**src/verilog/bsc_cfg.svh**
```systemverilog
// Purpose: Constants for the sine-wave PWM commutator
// Assumes: aclk is the reference oscillator of the block
// Notes: Carrier is a 252-cycle up/down count, each value seen twice
`ifndef BSC_CFG_SVH
`define BSC_CFG_SVH
`define BSC_TRI_TOP 7'h7D
`define BSC_CAR_HALF 7'h7E
`define BSC_REF_MID 7'h3F
`define BSC_REF_MAX 7'h74
`define BSC_REF_MIN (`BSC_CAR_HALF - `BSC_REF_MAX)
`define BSC_DEAD_CYC 4'h9
// A full dead interval inside the 92 percent window keeps the low pulse whole
`define BSC_REF_HI_MAX (`BSC_REF_MAX - 7'(`BSC_DEAD_CYC))
`define BSC_REF_LO_MIN (`BSC_REF_MIN + 7'(`BSC_DEAD_CYC))
`define BSC_CLK_MHZ 50
`define BSC_TEST_OFS_NS 3800
`define BSC_TEST_OFS_CYC ((`BSC_TEST_OFS_NS * `BSC_CLK_MHZ + 999) / 1000)
`define BSC_REF_TEST (`BSC_REF_MAX - 7'(`BSC_TEST_OFS_CYC / 2))
`define BSC_SPEED_LIMIT (2**12 * 32 * 6)
`define BSC_TICKS_360 9'h0C0
`define BSC_TICKS_60 9'h020
`define BSC_HALF_TICKS 8'h60
`define BSC_QTR_TICKS 8'h30
`define BSC_LAST_TICK 8'hBF
`define BSC_PHASE_STEP 64
`define BSC_PHASE_SECT 2
`define BSC_SECTORS 4'h6
`define BSC_LAST_SECT 3'h5
`define BSC_ADDR_W 4
`define BSC_REG_CTRL 4'h0
`define BSC_REG_STATUS 4'h4
`define BSC_REG_PERIOD 4'h8
`define BSC_CTRL_RST 9'h000
`define BSC_F_ZONE 1:0
`define BSC_F_LEAD 6:2
`define BSC_F_AUTO 7
`define BSC_F_DIR 8
`define BSC_RESP_OK 2'h0
`define BSC_RESP_ERR 2'h2
`endif

```
**src/verilog/bsc_pkg.sv**
```systemverilog
// Purpose: Types shared by the commutator
// Assumes: Nothing beyond SystemVerilog
// Notes: Zone codes match the control register field
package bsc_pkg;
  typedef enum logic [1:0] {
    BSC_ZONE_OFF = 2'h0,
    BSC_ZONE_BOOT = 2'h1,
    BSC_ZONE_NORMAL = 2'h2,
    BSC_ZONE_TEST = 2'h3
  } bsc_zone_t;
  typedef enum logic [2:0] {
    BSC_DRV_OFF = 3'h1,
    BSC_DRV_HI = 3'h2,
    BSC_DRV_LO = 3'h4
  } bsc_drv_t;
endpackage

```
**src/verilog/bsc_commutator.sv**
```systemverilog
// Purpose: Three-phase commutation, square and sine PWM, with protection
// Assumes: Hall, fault and supply inputs are synchronous and filtered
// Notes: Sine amplitude is fixed, the zone code only selects behaviour
// Summary of operation
// - Below speed threshold use Hall square drive
// - Square drive is 120 degree; threshold from clock
// - Above threshold, estimated position gives sine PWM
// - Off zone disables all six outputs
// - Bootstrap zone pulses only low sides
// - Normal zone: sine direct, square adds pulses
// - Test zone forces square, reduced duty
// - Dead interval between opposite sides
// - Lead step maps linearly to advance
// - Advance saturates at the top step
// - Triangle carrier is clock over 252
// - Direction checked each revolution, mismatch output
// - Sine only without mismatch and above threshold
// - Two speed pulses per revolution, else low
// - Overcurrent forces outputs low until carrier start
// - Gate block input holds outputs low
// - Gate block and release suppress bootstrap pulses
// - Supply fault puts outputs in high impedance
// - Conduction limited to 92 percent minus dead, square-drive low side excepted
// - Auto lead: reset at U fall, 192 ticks
// - Otherwise reset each edge, 32 ticks
// - Square drive low pulses with high off
`timescale 1ns/1ps
`default_nettype none
`include "bsc_cfg.svh"
module bsc_commutator
  import bsc_pkg::*;
#(
  parameter logic [19:0] SPEED_LIMIT = 20'(`BSC_SPEED_LIMIT)
)
(
  input wire logic aclk,
  input wire logic aresetn,
  input wire logic [`BSC_ADDR_W-1:0] s_axi_awaddr,
  input wire logic s_axi_awvalid,
  output logic s_axi_awready,
  input wire logic [31:0] s_axi_wdata,
  input wire logic [3:0] s_axi_wstrb,
  input wire logic s_axi_wvalid,
  output logic s_axi_wready,
  output logic [1:0] s_axi_bresp,
  output logic s_axi_bvalid,
  input wire logic s_axi_bready,
  input wire logic [`BSC_ADDR_W-1:0] s_axi_araddr,
  input wire logic s_axi_arvalid,
  output logic s_axi_arready,
  output logic [31:0] s_axi_rdata,
  output logic [1:0] s_axi_rresp,
  output logic s_axi_rvalid,
  input wire logic s_axi_rready,
  input wire logic hall_phase_a,
  input wire logic hall_phase_b,
  input wire logic hall_phase_c,
  input wire logic gate_block_in,
  input wire logic overcurrent_in,
  input wire logic supply_ok_in,
  output logic gate_u_hi,
  output logic gate_v_hi,
  output logic gate_w_hi,
  output logic gate_u_lo,
  output logic gate_v_lo,
  output logic gate_w_lo,
  output logic gate_oe_n,
  output logic direction_mismatch_out,
  output logic speed_pulse_out
);

  // Hall code to sector, sector 0 starts at the U falling edge
  function automatic logic [2:0] sect_of(input logic [2:0] h);
    case (h)
      3'h2: sect_of = 3'h0;
      3'h3: sect_of = 3'h1;
      3'h1: sect_of = 3'h2;
      3'h5: sect_of = 3'h3;
      3'h4: sect_of = 3'h4;
      3'h6: sect_of = 3'h5;
      default: sect_of = 3'h0;
    endcase
  endfunction

  // Quarter-wave sine, 12 steps, peak equals the carrier midpoint
  function automatic logic [6:0] sin_q(input logic [3:0] i);
    case (i)
      4'h0: sin_q = 7'h04;
      4'h1: sin_q = 7'h0C;
      4'h2: sin_q = 7'h14;
      4'h3: sin_q = 7'h1C;
      4'h4: sin_q = 7'h23;
      4'h5: sin_q = 7'h2A;
      4'h6: sin_q = 7'h2F;
      4'h7: sin_q = 7'h34;
      4'h8: sin_q = 7'h39;
      4'h9: sin_q = 7'h3C;
      4'hA: sin_q = 7'h3E;
      default: sin_q = 7'h3F;
    endcase
  endfunction

  logic [8:0] ctrl_ff;
  logic [6:0] tri_ff;
  logic down_ff;
  logic [2:0] hall_ff;
  logic [2:0] sect_ff;
  logic mismatch_ff;
  logic fast_ff;
  logic [19:0] cnt360_ff;
  logic [19:0] cnt60_ff;
  logic [19:0] per360_ff;
  logic [19:0] per60_ff;
  logic [20:0] acc_ff;
  logic [7:0] pos_ff;
  logic oc_ff;
  logic boot_inh_ff;
  logic sine_ff;
  logic spd_ff;
  logic oe_n_ff;
  logic [2:0] hi_q;
  logic [2:0] lo_q;

  // Control fields, the surrounding logic writes zone and lead codes
  bsc_zone_t zone;
  assign zone = bsc_zone_t'(ctrl_ff[`BSC_F_ZONE]);
  wire [4:0] lead = ctrl_ff[`BSC_F_LEAD];
  wire auto_lead_select = ctrl_ff[`BSC_F_AUTO];
  wire direction_select = ctrl_ff[`BSC_F_DIR];

  // Carrier: 0..125 up then 125..0 down, 252 cycles a period
  wire car_start = !down_ff && (tri_ff == 7'h00);
  wire tri_turn = down_ff ? (tri_ff == 7'h00) : (tri_ff == `BSC_TRI_TOP);
  wire [6:0] nxt_tri = tri_turn ? tri_ff : (down_ff ? tri_ff - 7'h01 : tri_ff + 7'h01);
  always_ff @(posedge aclk)
  begin
    if (!aresetn)
    begin
      tri_ff <= 7'h00;
      down_ff <= 1'b0;
    end
    else
    begin
      tri_ff <= nxt_tri;
      down_ff <= down_ff ^ tri_turn;
    end
  end

  // Hall decode; all-high or all-low is an illegal code
  wire [2:0] hall_w = {hall_phase_a, hall_phase_b, hall_phase_c};
  wire hall_bad = (&hall_w) | ~(|hall_w);
  wire [2:0] sect_w = sect_of(hall_w);
  wire hall_edge = (hall_w != hall_ff) && !hall_bad;
  wire u_fall = hall_ff[2] && !hall_phase_a && !hall_bad;
  wire [2:0] sect_inc = (sect_ff == `BSC_LAST_SECT) ? 3'h0 : sect_ff + 3'h1;
  wire step_rev = sect_w != sect_inc;
  always_ff @(posedge aclk)
  begin
    if (!aresetn)
    begin
      hall_ff <= 3'h0;
      sect_ff <= 3'h0;
      mismatch_ff <= 1'b0;
    end
    else
    begin
      hall_ff <= hall_w;
      if (hall_edge)
        sect_ff <= sect_w;
      if (u_fall)
        mismatch_ff <= step_rev ^ direction_select;
    end
  end

  // Period counters saturate at the limit, so a stalled motor reads slow
  wire sat360 = cnt360_ff >= SPEED_LIMIT;
  wire sat60 = cnt60_ff >= SPEED_LIMIT;
  always_ff @(posedge aclk)
  begin
    if (!aresetn)
    begin
      cnt360_ff <= 20'h0_0000;
      cnt60_ff <= 20'h0_0000;
      per360_ff <= SPEED_LIMIT;
      per60_ff <= SPEED_LIMIT;
      fast_ff <= 1'b0;
    end
    else
    begin
      cnt360_ff <= u_fall ? 20'h0_0000 : (sat360 ? cnt360_ff : cnt360_ff + 20'h0_0001);
      cnt60_ff <= hall_edge ? 20'h0_0000 : (sat60 ? cnt60_ff : cnt60_ff + 20'h0_0001);
      if (u_fall)
        per360_ff <= cnt360_ff;
      if (hall_edge)
        per60_ff <= cnt60_ff;
      if (u_fall)
        fast_ff <= !sat360;
      else if (sat360)
        fast_ff <= 1'b0;
    end
  end

  // Position estimate: accumulate ticks per clock, step when past period
  wire [19:0] period_sel = auto_lead_select ? per360_ff : per60_ff;
  wire [8:0] ticks = auto_lead_select ? `BSC_TICKS_360 : `BSC_TICKS_60;
  wire [20:0] acc_sum = acc_ff + {12'h000, ticks};
  wire roll = acc_sum >= {1'b0, period_sel};
  wire pos_reset = auto_lead_select ? u_fall : hall_edge;
  wire [7:0] pos_load = auto_lead_select ? 8'h00 : {sect_w, 5'h00};
  wire [7:0] pos_inc = (pos_ff == `BSC_LAST_TICK) ? 8'h00 : pos_ff + 8'h01;
  always_ff @(posedge aclk)
  begin
    if (!aresetn)
    begin
      acc_ff <= 21'h00_0000;
      pos_ff <= 8'h00;
    end
    else if (pos_reset)
    begin
      acc_ff <= 21'h00_0000;
      pos_ff <= pos_load;
    end
    else
    begin
      acc_ff <= roll ? acc_sum - {1'b0, period_sel} : acc_sum;
      pos_ff <= roll ? pos_inc : pos_ff;
    end
  end

  // One lead step is one tick, 31 ticks is about 58 degrees; 5 bits saturate
  wire [8:0] base_sum = {1'b0, pos_ff} + {4'h0, lead};
  wire [7:0] base_w = (base_sum >= `BSC_TICKS_360) ? 8'(base_sum - `BSC_TICKS_360)
                                                    : base_sum[7:0];

  // Mode, latched protections and status outputs
  wire blocked = gate_block_in || hall_bad || oc_ff || (zone == BSC_ZONE_OFF);
  wire boot_pulse = (tri_ff >= `BSC_REF_MAX) && !boot_inh_ff;
  wire [6:0] sq_ref = (zone == BSC_ZONE_TEST) ? `BSC_REF_TEST : `BSC_REF_HI_MAX;
  wire in_pulse = (pos_ff < `BSC_QTR_TICKS)
                  || ((pos_ff >= `BSC_HALF_TICKS) && (pos_ff < `BSC_HALF_TICKS + `BSC_QTR_TICKS));
  always_ff @(posedge aclk)
  begin
    if (!aresetn)
    begin
      oc_ff <= 1'b0;
      boot_inh_ff <= 1'b1;
      sine_ff <= 1'b0;
      spd_ff <= 1'b0;
      oe_n_ff <= 1'b1;
    end
    else
    begin
      oc_ff <= overcurrent_in || (oc_ff && !car_start);
      boot_inh_ff <= gate_block_in || (boot_inh_ff && !car_start);
      sine_ff <= fast_ff && !mismatch_ff && (zone != BSC_ZONE_TEST);
      spd_ff <= fast_ff && in_pulse;
      oe_n_ff <= !supply_ok_in;
    end
  end

  // Per phase: sine reference, square pattern, dead-time sequencer
  for (genvar g = 0; g < 3; g++)
  begin : g_phase
    localparam logic [8:0] ANG_OFS = 9'(((3 - g) % 3) * `BSC_PHASE_STEP);
    localparam logic [3:0] SECT_OFS = 4'(((3 - g) % 3) * `BSC_PHASE_SECT);
    wire [8:0] ang_sum = {1'b0, base_w} + ANG_OFS;
    wire [7:0] ang = (ang_sum >= `BSC_TICKS_360) ? 8'(ang_sum - `BSC_TICKS_360)
                                                  : ang_sum[7:0];
    wire half = ang >= `BSC_HALF_TICKS;
    wire [7:0] q = half ? ang - `BSC_HALF_TICKS : ang;
    wire [7:0] idx = (q < `BSC_QTR_TICKS) ? q : `BSC_HALF_TICKS - 8'h01 - q;
    wire [6:0] amp = sin_q(idx[5:2]);
    wire [6:0] ref_raw = half ? `BSC_REF_MID - amp : `BSC_REF_MID + amp;
    // Clamping keeps both sides inside the maximum conduction window
    wire [6:0] ref_cl = (ref_raw > `BSC_REF_HI_MAX) ? `BSC_REF_HI_MAX
                      : (ref_raw < `BSC_REF_LO_MIN) ? `BSC_REF_LO_MIN : ref_raw;
    wire [3:0] rs = {1'b0, sect_ff} + SECT_OFS;
    wire [3:0] rel = (rs >= `BSC_SECTORS) ? rs - `BSC_SECTORS : rs;
    wire sq_a = (rel == 4'h3) || (rel == 4'h4);
    wire sq_b = (rel == 4'h0) || (rel == 4'h1);
    wire sq_hi = direction_select ? sq_b : sq_a;
    wire sq_lo = direction_select ? sq_a : sq_b;
    bsc_drv_t want;
    assign want = blocked ? BSC_DRV_OFF
                : (zone == BSC_ZONE_BOOT) ? (boot_pulse ? BSC_DRV_LO : BSC_DRV_OFF)
                : sine_ff ? ((tri_ff < ref_cl) ? BSC_DRV_HI : BSC_DRV_LO)
                : (sq_lo || boot_pulse) ? BSC_DRV_LO
                : (sq_hi && (tri_ff < sq_ref)) ? BSC_DRV_HI : BSC_DRV_OFF;
    bsc_drv_t drv_ff;
    bsc_drv_t nxt_drv;
    logic [3:0] dcnt_ff;
    // Any change passes through off; turn-on waits out the dead interval
    wire chg = want != drv_ff;
    assign nxt_drv = !chg ? drv_ff
                   : (drv_ff != BSC_DRV_OFF) ? BSC_DRV_OFF
                   : (dcnt_ff == 4'h0) ? want : BSC_DRV_OFF;
    wire [3:0] nxt_dcnt = (chg && (drv_ff != BSC_DRV_OFF)) ? `BSC_DEAD_CYC - 4'h1
                        : (dcnt_ff != 4'h0) ? dcnt_ff - 4'h1 : 4'h0;
    always_ff @(posedge aclk)
    begin
      if (!aresetn)
      begin
        drv_ff <= BSC_DRV_OFF;
        dcnt_ff <= 4'h0;
      end
      else
      begin
        drv_ff <= nxt_drv;
        dcnt_ff <= nxt_dcnt;
      end
    end
    assign hi_q[g] = drv_ff == BSC_DRV_HI;
    assign lo_q[g] = drv_ff == BSC_DRV_LO;
  end

  assign gate_u_hi = hi_q[0];
  assign gate_v_hi = hi_q[1];
  assign gate_w_hi = hi_q[2];
  assign gate_u_lo = lo_q[0];
  assign gate_v_lo = lo_q[1];
  assign gate_w_lo = lo_q[2];
  assign gate_oe_n = oe_n_ff;
  assign direction_mismatch_out = mismatch_ff;
  assign speed_pulse_out = spd_ff;

  // Register slave: address and data latch separately, write when both held
  logic aw_got_ff;
  logic w_got_ff;
  logic [`BSC_ADDR_W-1:0] awaddr_ff;
  logic [31:0] wdata_ff;
  logic [3:0] wstrb_ff;
  logic bvalid_ff;
  logic [1:0] bresp_ff;
  logic rvalid_ff;
  logic [31:0] rdata_ff;
  logic [1:0] rresp_ff;

  assign s_axi_awready = !aw_got_ff;
  assign s_axi_wready = !w_got_ff;
  assign s_axi_arready = !rvalid_ff;
  wire aw_hs = s_axi_awvalid && s_axi_awready;
  wire w_hs = s_axi_wvalid && s_axi_wready;
  wire ar_hs = s_axi_arvalid && s_axi_arready;
  wire do_wr = aw_got_ff && w_got_ff && !bvalid_ff;
  wire wr_ctrl = awaddr_ff == `BSC_REG_CTRL;
  wire wr_ro = (awaddr_ff == `BSC_REG_STATUS) || (awaddr_ff == `BSC_REG_PERIOD);
  wire [8:0] nxt_ctrl = {wstrb_ff[1] ? wdata_ff[8] : ctrl_ff[8],
                         wstrb_ff[0] ? wdata_ff[7:0] : ctrl_ff[7:0]};
  // Read-only registers ignore writes quietly; holes answer with an error
  wire [1:0] wr_resp = (wr_ctrl || wr_ro) ? `BSC_RESP_OK : `BSC_RESP_ERR;
  wire [31:0] status_w = {23'h00_0000, !oe_n_ff, boot_inh_ff, hall_ff, hall_bad,
                          oc_ff, mismatch_ff, sine_ff};
  wire rd_hit = (s_axi_araddr == `BSC_REG_CTRL) || (s_axi_araddr == `BSC_REG_STATUS)
                || (s_axi_araddr == `BSC_REG_PERIOD);
  wire [31:0] rd_data = (s_axi_araddr == `BSC_REG_CTRL) ? {23'h00_0000, ctrl_ff}
                      : (s_axi_araddr == `BSC_REG_STATUS) ? status_w
                      : (s_axi_araddr == `BSC_REG_PERIOD) ? {12'h000, per360_ff}
                      : 32'h0000_0000;

  // Write channel state
  always_ff @(posedge aclk)
  begin
    if (!aresetn)
    begin
      aw_got_ff <= 1'b0;
      w_got_ff <= 1'b0;
      awaddr_ff <= `BSC_REG_CTRL;
      wdata_ff <= 32'h0000_0000;
      wstrb_ff <= 4'h0;
    end
    else
    begin
      aw_got_ff <= aw_hs || (aw_got_ff && !do_wr);
      w_got_ff <= w_hs || (w_got_ff && !do_wr);
      if (aw_hs)
        awaddr_ff <= s_axi_awaddr;
      if (w_hs)
      begin
        wdata_ff <= s_axi_wdata;
        wstrb_ff <= s_axi_wstrb;
      end
    end
  end

  // Control register and write response
  always_ff @(posedge aclk)
  begin
    if (!aresetn)
    begin
      ctrl_ff <= `BSC_CTRL_RST;
      bvalid_ff <= 1'b0;
      bresp_ff <= `BSC_RESP_OK;
    end
    else
    begin
      if (do_wr && wr_ctrl)
        ctrl_ff <= nxt_ctrl;
      bvalid_ff <= do_wr || (bvalid_ff && !s_axi_bready);
      if (do_wr)
        bresp_ff <= wr_resp;
    end
  end

  // Read channel, one read outstanding
  always_ff @(posedge aclk)
  begin
    if (!aresetn)
    begin
      rvalid_ff <= 1'b0;
      rdata_ff <= 32'h0000_0000;
      rresp_ff <= `BSC_RESP_OK;
    end
    else
    begin
      rvalid_ff <= ar_hs || (rvalid_ff && !s_axi_rready);
      if (ar_hs)
      begin
        rdata_ff <= rd_data;
        rresp_ff <= rd_hit ? `BSC_RESP_OK : `BSC_RESP_ERR;
      end
    end
  end

  assign s_axi_bvalid = bvalid_ff;
  assign s_axi_bresp = bresp_ff;
  assign s_axi_rvalid = rvalid_ff;
  assign s_axi_rdata = rdata_ff;
  assign s_axi_rresp = rresp_ff;

endmodule
`default_nettype wire

```
**config.mk**
```make
export PLATFORM = sky130hd
export DESIGN_NAME = bsc_commutator
export DESIGN_NICKNAME = d
export VERILOG_FILES = /design/src/verilog/bsc_pkg.sv /design/src/verilog/bsc_commutator.sv
export VERILOG_INCLUDE_DIRS = /design/src /design/src/verilog
export SDC_FILE = /design/constraint.sdc
export NUM_CORES = 1
export LEC_CHECK = 0
export ABC_AREA = 1
export ABC_CLOCK_PERIOD_IN_PS = 14200
export BUFFER_PORTS_ARGS = -buffer_cell sky130_fd_sc_hd__buf_2
export CORE_ASPECT_RATIO = 1.4
export CORE_UTILIZATION = 40
export DETAILED_ROUTE_END_ITERATION = 6
export PLACE_DENSITY_LB_ADDON = 0.05
export SYNTH_ARGS = -nofsm -noshare
export SYNTH_HDL_FRONTEND = slang
export SYNTH_SLANG_ARGS = --single-unit
```
**constraint.sdc**
```tcl
create_clock -name aclk -period 14.2 [get_ports aclk]
set_input_delay 3.55 -clock aclk [delete_from_list [all_inputs] [get_ports aclk]]
set_output_delay 3.55 -clock aclk [all_outputs]
set_load 0.005 [all_outputs]
```
After elaboration in Yosys (flattened, before gate mapping)

Memory sizes are Yosys's and may differ from the RTL's.
Index checks and enable logic that the tools add are counted.

Register bits after elaboration: 215
Latch bits: 0
Bits in writable memories: 0
ROM bits: 288
Bits of input ports: 57
Output and inout bits: 50
Memories kept: 3

Memories:

| name             | words | width | rd ports | clocked after Yosys merged registers in | write ports | line                 | text |
|---|---|---|---|---|---|---|---|
| (name not given) | 16    | 6     | 1        | 0                                       | 0           | bsc_commutator.sv:87 | `case (i)` |
| (name not given) | 16    | 6     | 1        | 0                                       | 0           | bsc_commutator.sv:87 |  |
| (name not given) | 16    | 6     | 1        | 0                                       | 0           | bsc_commutator.sv:87 |  |

Add/subtract/negate cells: 35
Multiply operators: 0
Div/mod/pow operators: 0
Magnitude comparators: 30
Equality and inequality tests: 38
Shift operators: 0
Mux-type cells: 79
Bitwise operators: 8
Reductions and logical operators: 91

Operator list:

| operator                                                           | count |
|---|---|
| 2-to-1 mux 8 bit                                                   | 12 |
| 2-to-1 mux 20 bit                                                  | 4 |
| 2-to-1 mux 7 bit                                                   | 11 |
| 2-to-1 mux 3 bit                                                   | 23 |
| adder 20 x 1 -> 20 bit (second input constant)                     | 2 |
| greater-or-equal comparator 20 bit (second input constant)         | 2 |
| 2-to-1 mux 4 bit                                                   | 9 |
| greater-or-equal comparator 8 x 7 -> 1 bit (second input constant) | 4 |
| logical NOT 4 bit                                                  | 8 |
| less-than comparator 8 x 6 -> 1 bit (second input constant)        | 4 |
| subtractor 8 bit (second input constant)                           | 4 |
| less-than comparator 7 bit                                         | 4 |
| greater-or-equal comparator 9 x 8 -> 1 bit (second input constant) | 3 |
| logical AND 1 bit                                                  | 27 |
| subtractor 8 x 7 -> 8 bit (second input constant)                  | 3 |
| logical OR 1 bit                                                   | 23 |
| adder 21 x 8 -> 21 bit                                             | 1 |
| adder 6 x 7 -> 7 bit (first input constant)                        | 3 |
| equality test 3 bit (second input constant)                        | 7 |
| greater-or-equal comparator 21 x 20 -> 1 bit                       | 1 |
| greater-than comparator 7 bit (second input constant)              | 3 |
| less-than comparator 7 x 5 -> 1 bit (second input constant)        | 3 |
| 2-to-1 mux 21 bit                                                  | 1 |
| subtractor 21 x 20 -> 21 bit                                       | 1 |
| 48 further kinds                                                   | 118 |

Longest topological paths before layout

Gate-level depths: netlist of run 1.
An unclocked memory read counts as a cell.

Word-level depth: 24
Mapped depth: 54
Depth with buffers taken out: 54

Worst setup path before layout of run 1

Ideal clock, no wire load.

Path kind: flip-flop to flip-flop
Start point: register pos_ff[0]
End point: register g_phase[1].dcnt_ff[2]
Data arrival time: 5.777 ns
Slack: 8.306 ns
Stages on the path, launching flop included: 46
Buffers on the path: 1
Cells stage by stage: dfxtp_1 ha_1 fa_1 xor2_2 inv_1 ha_1 nor3b_1 nand4_1 o21ai_1 or2_1 and2_1 ha_1 nand4_1 nand3_1 buf_4 nand2_1 nand2_1 inv_2 [... 10 more ...] a21oi_1 nand2_1 nand2_1 nand2_1 a32oi_1 ha_1 a21oi_1 nor2_1 a2111oi_0 nand3_1 nand2_1 nand2_1 nand2_1 inv_2 nand3_2 nand2_2 nand2_2 nor2_2

Longest elaborated chain between the ends: 24

RTL lines:

| item                                                                                                            | line                  | text |
|---|---|---|
| start: declaration                                                                                              | bsc_commutator.sv:115 | `logic [7:0] pos_ff;` |
| start signal: assignment                                                                                        | bsc_commutator.sv:221 | `pos_ff <= pos_load;` |
| start signal: assignment                                                                                        | bsc_commutator.sv:226 | `pos_ff <= roll ? pos_inc : pos_ff;` |
| adder 8 x 5 -> 9 bit (*)                                                                                        | bsc_commutator.sv:231 | `wire [8:0] base_sum = {1'b0, pos_ff} + {4'h0, lead};` |
| subtractor 8 bit (no source line) / greater-or-equal comparator 9 x 8 -> 1 bit (equally long branches)          | -                     |  |
| 2-to-1 mux 8 bit (*)                                                                                            | bsc_commutator.sv:232 | `` wire [7:0] base_w = (base_sum >= `BSC_TICKS_360) ? 8'(base_sum - `BSC_TICKS_360) `` |
| adder 8 x 8 -> 9 bit (*)                                                                                        | bsc_commutator.sv:266 | `wire [8:0] ang_sum = {1'b0, base_w} + ANG_OFS;` |
| subtractor 8 bit (no source line) / greater-or-equal comparator 9 x 8 -> 1 bit (equally long branches)          | -                     |  |
| 2-to-1 mux 8 bit (*)                                                                                            | bsc_commutator.sv:267 | `` wire [7:0] ang = (ang_sum >= `BSC_TICKS_360) ? 8'(ang_sum - `BSC_TICKS_360) `` |
| subtractor 8 x 7 -> 8 bit (no source line) / greater-or-equal comparator 8 x 7 -> 1 bit (equally long branches) | -                     |  |
| 2-to-1 mux 8 bit                                                                                                | bsc_commutator.sv:270 | `` wire [7:0] q = half ? ang - `BSC_HALF_TICKS : ang; `` |
| [... 7 more ...]                                                                                                | -                     |  |
| 2-to-1 mux 7 bit (*)                                                                                            | bsc_commutator.sv:275 | `` wire [6:0] ref_cl = (ref_raw > `BSC_REF_HI_MAX) ? `BSC_REF_HI_MAX `` |
| less-than comparator 7 bit (*)                                                                                  | bsc_commutator.sv:286 | `: sine_ff ? ((tri_ff < ref_cl) ? BSC_DRV_HI : BSC_DRV_LO)` |
| 2-to-1 mux 3 bit (*) (2 in a row)                                                                               | bsc_commutator.sv:286 |  |
| 2-to-1 mux 3 bit (*)                                                                                            | bsc_commutator.sv:285 | `: (zone == BSC_ZONE_BOOT) ? (boot_pulse ? BSC_DRV_LO : BSC_DRV_OFF)` |
| 2-to-1 mux 3 bit (*)                                                                                            | bsc_commutator.sv:284 | `assign want = blocked ? BSC_DRV_OFF` |
| inequality test 3 bit (*)                                                                                       | bsc_commutator.sv:293 | `wire chg = want != drv_ff;` |
| logical AND 1 bit (*)                                                                                           | bsc_commutator.sv:297 | `` wire [3:0] nxt_dcnt = (chg && (drv_ff != BSC_DRV_OFF)) ? `BSC_DEAD_CYC - 4'h1 `` |
| OR reduction 3 bit (no source line) (*)                                                                         | -                     |  |
| end signal: assignment                                                                                          | bsc_commutator.sv:309 | `dcnt_ff <= nxt_dcnt;` |
| end: declaration                                                                                                | bsc_commutator.sv:291 | `logic [3:0] dcnt_ff;` |

Every way passes the cells marked *; elsewhere a longest branch is shown, timed or not.
A chain may end at the register's enable or synchronous reset.

Final worst setup path of run 1

Start point: register ctrl_ff[2]
End point: register g_phase[1].dcnt_ff[2]

Longest elaborated chain between the ends: 24

RTL lines:

| item                                                                                                            | line                  | text |
|---|---|---|
| start: declaration                                                                                              | bsc_commutator.sv:103 | `logic [8:0] ctrl_ff;` |
| start signal: assignment                                                                                        | bsc_commutator.sv:390 | `` ctrl_ff <= `BSC_CTRL_RST; `` |
| start signal: assignment                                                                                        | bsc_commutator.sv:397 | `ctrl_ff <= nxt_ctrl;` |
| adder 8 x 5 -> 9 bit (*)                                                                                        | bsc_commutator.sv:231 |  |
| subtractor 8 bit (no source line) / greater-or-equal comparator 9 x 8 -> 1 bit (equally long branches)          | -                     |  |
| 2-to-1 mux 8 bit (*)                                                                                            | bsc_commutator.sv:232 |  |
| adder 8 x 8 -> 9 bit (*)                                                                                        | bsc_commutator.sv:266 |  |
| subtractor 8 bit (no source line) / greater-or-equal comparator 9 x 8 -> 1 bit (equally long branches)          | -                     |  |
| 2-to-1 mux 8 bit (*)                                                                                            | bsc_commutator.sv:267 |  |
| subtractor 8 x 7 -> 8 bit (no source line) / greater-or-equal comparator 8 x 7 -> 1 bit (equally long branches) | -                     |  |
| 2-to-1 mux 8 bit                                                                                                | bsc_commutator.sv:270 |  |
| [... 7 more ...]                                                                                                | -                     |  |
| 2-to-1 mux 7 bit (*)                                                                                            | bsc_commutator.sv:275 |  |
| less-than comparator 7 bit (*)                                                                                  | bsc_commutator.sv:286 |  |
| 2-to-1 mux 3 bit (*) (2 in a row)                                                                               | bsc_commutator.sv:286 |  |
| 2-to-1 mux 3 bit (*)                                                                                            | bsc_commutator.sv:285 |  |
| 2-to-1 mux 3 bit (*)                                                                                            | bsc_commutator.sv:284 |  |
| inequality test 3 bit (*)                                                                                       | bsc_commutator.sv:293 |  |
| logical AND 1 bit (*)                                                                                           | bsc_commutator.sv:297 |  |
| OR reduction 3 bit (no source line) (*)                                                                         | -                     |  |

Marked as above.

==> out/results.ini, run 1 <==
[timing]
setup_violations=0
slew-limit-headroom_pct=25.3
fin_hold_ws_ns=0.408
hold_viol=0
max_clock_freq_mhz=136
fin_tns_setup_ns=0
max_slew.worst_pin.slew_ns=1.12
post-route-period-util_pct=51.9
skew_ns=0.0271
post-route-min-period_ns=7.37
drv_slew=0
rsz_0062_raised_after_global_routing=no
fin_ws_ns=6.83

[final_layout]
ff_latch_area_sq_um=4020
n_antenna_cell=0
multi_input_gate_area_in_the_final_layout_sq_um=7230
non_filler_instance_count_after_layout=2284
finish.instance_area_sq_um=13900
final_core_utilization_pct=45.3
nNetsFinal=2019
post_route_cells_drive_above_1_share_pct=10.7
syn2layout_area_growth_pct=12.0
final.fill_count=3260

[routing]
vias=11400
remaining_drc_errors=0
wl_um=32400
via_per_inst=4.99
wl_per_cell_um=14.2
drt_pass1_iterations=5
route.antenna.remaining_nets=0
initialDrtViolationCount=439

[clock_network]
cts_post_setup_buffers_inserted=0
cts.reportedPaths.clkPinSlew_ns=0.06
max-clock-path-buffers=3
postCtsHoldBufs=0
cts_resized=0
cts_htree_levels=1
worst_skew_pair.late_latency_ns=0.54
tritoncts_clock_tree=done
clock_sink_count=201
cts-buffers-inserted=24
root_buffer=clkbuf_16

[floorplanning]
placement_rows=76
floorplan.initialDensity_pct=40.5
die_width_um=151
io-pin-count=107
design.core.area_sq_um=30700
full_die_area_sq_um=31800
die_height_um=211

[setup_path]
cp-start-kind=flop
worst_path_dominant_cell_family=simple AND/OR/NAND/NOR gates
timing.critical_path.depth=45
worst_path_max_delay_cell=a2111oi_0
required_time_at_the_worst_slack_endpoint_ns=14.63
cp_max_fo=11
critPathMostFrequentCell=nand2_1
worst_ep_arrival_time_ns=7.80
critical-path-max-stage-delay_ns=0.73
cp-end-kind=flop
worst-path-buf-inv=5
path_class=flop to flop
worst-r2r-cell-count=45

[power_and_ir_drop]
p_total_mw=2.17
power.ir.vdd_worst_mv=0.0916
power_density_nw_per_um2=156
power.static_leakage_nw=6.39

[synth]
synth_enable_flop_cells=0
synth-seq-area-share_pct=32.4
netlist_instances=1815
mappedNetlistArea_sq_um=12400
async_reset_ff_share_pct=0
synth.avg_cell_area_sq_um=6.85
ys_ff_latch=201
synth.distinct_cells=57
ys_dominant_reg_cell=dfxtp_1
synth_warnings=0

[placed_design]
finalWeightedCongestion=0.827
buffer_ports.inserted=67
dpl_worst_slack_ns=6.82
numPlacedInstances=2241
dp_hpwl_um=25000
dpl-instance-area_sq_um=13100

[status]
status=completed

[grt]
wire_length_of_the_first_global_routing_pass_um=51600
largest_net_degree_at_the_start_of_global_routing=55
grt_antenna_before_repair=0
vias_in_the_first_global_route=10700
globalRouteOverflowTotal=0
groute.usage.overall_pct=20.4

[hold_path]
hold_depth=1
min_path_type=flop to flop

[flow_run]
drv_cap=0

cells by family after synthesis:
group | synth area share [%]
adders and majority gates | 8.79
AOI/OAI and AO/OA | 17.7
other | 0.0302
buffers and inverters | 9.96
and+or+nand+nor | 27.5
xor gates and xnor gates | 3.65
DFF | 32.4
report_power, final:
group	internal (mW)	total, mW	switching, mW
sequential	0.608	0.638	0.0297
clock	0.378	0.628	0.250
combinational	0.324	0.902	0.579
total	1.31	2.17	0.858
area by class of cell:
type	count	share of cell area, %
sequential	201	28.9
multi-input combinational	1313	51.9
inverter	261	7.05
clock inverter	11	1.09
timing repair buffer	76	2.89
clock buffer	32	4.67
tap	390	3.50
cell usage after synthesis (3+ instances only):
cell,n,area share (%)
nor3_1,35,1.4
fa_1,4,0.64
nand3_1,108,4.3
inv_1,244,7.4
dfxtp_1,201,32
o211ai_1,4,0.24
buf_4,15,0.91
ha_1,81,8.1
and2_1,3,0.15
nand4_1,25,1.3
clkinv_1,3,0.091
nand2_2,36,1.8
clkbuf_1,37,1.1
nand2_4,7,0.63
o21a_1,3,0.18
nor4_1,8,0.40
nor3b_1,5,0.30
nand2_1,346,10
xor2_1,31,2.2
o21ai_0,168,6.8
nor2_1,163,4.9
xnor2_1,14,0.99
o22ai_1,8,0.40
nand3b_1,3,0.18
a21oi_1,164,6.6
a41oi_1,3,0.21
a2111oi_0,5,0.35
a211oi_1,13,0.78
nand3_2,12,0.97
a31oi_1,5,0.25
inv_2,13,0.39
o21ai_1,11,0.44
or2_2,3,0.15
nor2_2,6,0.30
placed cells by master (no fill, tap or decap), types with 5 or more instances in the layout:
cell and count:
a2111oi_0 5, a211oi_1 13, a21oi_1 164, a31oi_1 5, buf_2 67, buf_4 9
clkbuf_1 6, clkbuf_16 24, conb_1 14, dfxtp_1 201, ha_1 81, inv_1 244
inv_2 13, nand2_1 346, nand2_2 36, nand2_4 7, nand3_1 108, nand3_2 12
nand4_1 25, nor2_1 163, nor2_2 6, nor3_1 34, nor3b_1 5, nor4_1 8
o21ai_0 168, o21ai_1 11, o22ai_1 8, xnor2_1 14, xor2_1 31
worst paths after layout:
| kind | endpoint | slack [ns] | from |
|---|---|---|---|
| min | g_phase[2].dcnt_ff[0]$_SDFF_PP0_ | 0.41 | g_phase[2].dcnt_ff[0]$_SDFF_PP0_ |
| min reg2reg | g_phase[2].dcnt_ff[0]$_SDFF_PP0_ | 0.41 | g_phase[2].dcnt_ff[0]$_SDFF_PP0_ |
| max reg2reg | g_phase[1].dcnt_ff[2]$_SDFF_PP0_ | 6.83 | ctrl_ff[2]$_SDFFE_PN0P_ |
| max | g_phase[1].dcnt_ff[2]$_SDFF_PP0_ | 6.83 | ctrl_ff[2]$_SDFFE_PN0P_ |
registers in the layout (all words and copies together) (netlist names), 12 cells and up:
signal	cells
cnt60_ff	20
s_axi_rdata	20
acc_ff	21
g_phase.dcnt_ff	12
per360_ff	20
cnt360_ff	20
per60_ff	20
metal layers:
layer	track usage (%)	vias up	routed length, um
li1	-	6068	-
met1	22.6	5139	13600
met2	39.4	146	17100
met3	2.31	41	954
met4	6.69	0	829
met5	0	-	0
No activity file was read; power rests on OpenSTA's default activity.
==> inputs of run 2 (changes only) <==
--- a/config.mk
+++ b/config.mk
@@ -7,7 +7,7 @@
 export NUM_CORES = 1
 export LEC_CHECK = 0
 export ABC_AREA = 1
-export ABC_CLOCK_PERIOD_IN_PS = 14200
+export ABC_CLOCK_PERIOD_IN_PS = 6880
 export BUFFER_PORTS_ARGS = -buffer_cell sky130_fd_sc_hd__buf_2
 export CORE_ASPECT_RATIO = 1.4
 export CORE_UTILIZATION = 40
==> constraint.sdc (replaced) <==
create_clock -name aclk -period 6.88 [get_ports aclk]
set_input_delay 1.72 -clock aclk [delete_from_list [all_inputs] [get_ports aclk]]
set_output_delay 1.72 -clock aclk [all_outputs]
set_load 0.005 [all_outputs]
==> run 2 against run 1 <==
Net effect: cell area up 0.25%; sequential share of layout area barely moved; clock skew shrank 0.015 ns; flip-flop and latch count stayed put; clock power up 88%; die area unchanged; combinational power grew 110%; first-iteration DRC count rose by 3.0%; global-route usage grew 0.17 points; largest cell class unchanged; clock-buffer cell count up 1; cell count up 0.18%.
==> out/results.ini, run 2 (synthesis results as in run 1) <==
[power_and_ir_drop]
power.static_leakage_nw=6.39  ; about the same
power.ir.vdd_worst_mv=0.168  ; +84%
power_density_nw_per_um2=314  ; +100%

[clock_network]
clock_sink_count=201  ; unchanged
worst_skew_pair.late_latency_ns=0.52  ; -0.02 ns
cts.reportedPaths.clkPinSlew_ns=0.06  ; about the same
cts_htree_levels=1  ; unchanged
root_buffer=clkbuf_16
cts-buffers-inserted=23  ; -4.2%
tritoncts_clock_tree=done
max-clock-path-buffers=3  ; unchanged

[routing]
vias=11500  ; +1.3%
wl_um=32600  ; +0.47%
remaining_drc_errors=0  ; unchanged
via_per_inst=5.05  ; +1.1%
wl_per_cell_um=14.2  ; +0.29%
initialDrtViolationCount=452  ; +3.0%
route.antenna.remaining_nets=0  ; unchanged
drt_pass1_iterations=7  ; +2

[floorplanning]
die_height_um=211  ; unchanged
die_width_um=151  ; unchanged
full_die_area_sq_um=31800  ; unchanged
io-pin-count=107  ; unchanged
floorplan.initialDensity_pct=40.5  ; unchanged
placement_rows=76  ; unchanged
design.core.area_sq_um=30700  ; unchanged

[timing]
fin_hold_ws_ns=0.410  ; +0.00202 ns
post-route-min-period_ns=6.25  ; -1.12 ns
drv_slew=0  ; unchanged
hold_viol=0  ; unchanged
setup_violations=0  ; unchanged
max_clock_freq_mhz=160  ; +18%
fin_tns_setup_ns=0  ; unchanged
rsz_0062_raised_after_global_routing=no
post-route-period-util_pct=90.8  ; +39 points
skew_ns=0.0117  ; -0.0154 ns
slew-limit-headroom_pct=23.4  ; -1.9 points
max_slew.worst_pin.slew_ns=1.15  ; +0.0287 ns

[setup_path]
cp-end-kind=flop
critical-path-max-stage-delay_ns=0.45  ; -0.28 ns
required_time_at_the_worst_slack_endpoint_ns=7.24  ; -7.39 ns
critPathMostFrequentCell=nand2_1
path_class=flop to flop
cp-start-kind=flop
worst_ep_arrival_time_ns=6.61  ; -1.19 ns
cp_max_fo=4  ; -7
worst_path_max_delay_cell=fa_2

[final_layout]
post_route_cells_drive_above_1_share_pct=11.7  ; +1.1 points
final_core_utilization_pct=45.5  ; +0.11 points
mostFrequentLayoutCell=nand2_1
registers.top_by_ff_count=acc_ff
most-common-layout-cells=345 x nand2_1, 244 x inv_1, 195 x dfxtp_1
largest_reg_flops=21  ; unchanged
n_antenna_cell=0  ; unchanged
final.fill_count=3308  ; +1.5%
nNetsFinal=2024  ; +0.25%
syn2layout_area_growth_pct=12.3
non_filler_instance_count_after_layout=2288  ; +0.18%

[placed_design]
finalWeightedCongestion=0.821  ; -0.77%
dp_hpwl_um=24900  ; -0.28%
numPlacedInstances=2244  ; +0.13%
buffer_ports.inserted=67  ; unchanged

[grt]
grt.busiest_layer=met2
wire_length_of_the_first_global_routing_pass_um=52100  ; +0.83%
vias_in_the_first_global_route=10800  ; +0.94%
grt_antenna_before_repair=0  ; unchanged
use_met1_pct=23.1  ; +0.49 points
global_route.usage.met2_pct=39.7  ; +0.30 points
globalRouteOverflowTotal=0  ; unchanged
groute.usage.overall_pct=20.6  ; +0.17 points
gr-usage-met3_pct=2.27  ; -0.043 points
largest_net_degree_at_the_start_of_global_routing=88  ; +60%

[status]
status=completed

[flow_run]
drv_cap=0  ; unchanged

[hold_path]
min_path_type=flop to flop

[run 2: changes by cell type in the layout (fill, tap and decap cells not counted), moves of 2 or more]
| cell | change |
|---|---|
| buf_4 | +6 |
| bufinv_16 | -2 |
| clkbuf_8 | +2 |
| dfxtp_1 | -6 |
| dfxtp_2 | +6 |
| ha_1 | -5 |
| ha_2 | +4 |
[run 2: power breakdown]
group	switching [mW]	total [mW]	internal, mW
combinational	1.20	1.88	0.678
clock	0.486	1.18	0.698
sequential	0.0629	1.32	1.26
total	1.75	4.38	2.63
[run 2: through the flow]
step / worst slack (ns) / power [mW] / cell area (sq um)
final: 0.634 / 4.38 / 14000
after global routing: 0.00836 / 4.79 / 14000
after CTS: 0.206 / 4.44 / 13900
after detailed placement: 0.236 / 3.23 / 13100
after global placement: 0.339 / 3.20 / 13100
after floorplan: 0.986 / 2.84 / 12500
[run 2: critical path, delay by kind of cell (launching register included)]
kind,cells,cell delay (ns)
adders and majority gates,6,1.51
and+or+nand+nor,29,3.01
buffers and inverters,3,0.29
DFF,1,0.35
AOI/OAI and AO/OA,7,0.91
[run 2: layout make-up]
cell class	count	area, sq um	share of cell area [%]
well taps	390	488	3.49
clock inverters	8	72.6	0.520
multi-input cells	1313	7290	52.2
repair buffers	82	448	3.21
inverters	261	982	7.03
flip-flops and latches	201	4030	28.9
clock buffers	33	653	4.68
[run 2: final timing paths]
path | start | endpoint | slack, ns | cells after the start
setup / recovery | ctrl_ff[2]$_SDFFE_PN0P_ | g_phase[1].drv_ff[0]$_SDFFE_PN1P_ | 0.63 | 45
hold / removal | g_phase[2].dcnt_ff[0]$_SDFF_PP0_ | g_phase[2].dcnt_ff[0]$_SDFF_PP0_ | 0.41 | 1
setup reg to reg | ctrl_ff[2]$_SDFFE_PN0P_ | g_phase[1].drv_ff[0]$_SDFFE_PN1P_ | 0.63 | 45
hold reg to reg | g_phase[2].dcnt_ff[0]$_SDFF_PP0_ | g_phase[2].dcnt_ff[0]$_SDFF_PP0_ | 0.41 | 1
[run 2: repair_timing]
item,4_1_cts,5_1_grt
resized for setup,0,20
endpoints found under the hold margin,0,0
endpoints found under the setup margin,0,7
buffers inserted,0,3
hold buffers,0,0
[run 2: layer usage]
metal	vias to the layer above	wire length, um
met4	0	741
met3	45	870
met5	-	0
met1	5276	13700
li1	6098	-
met2	125	17300
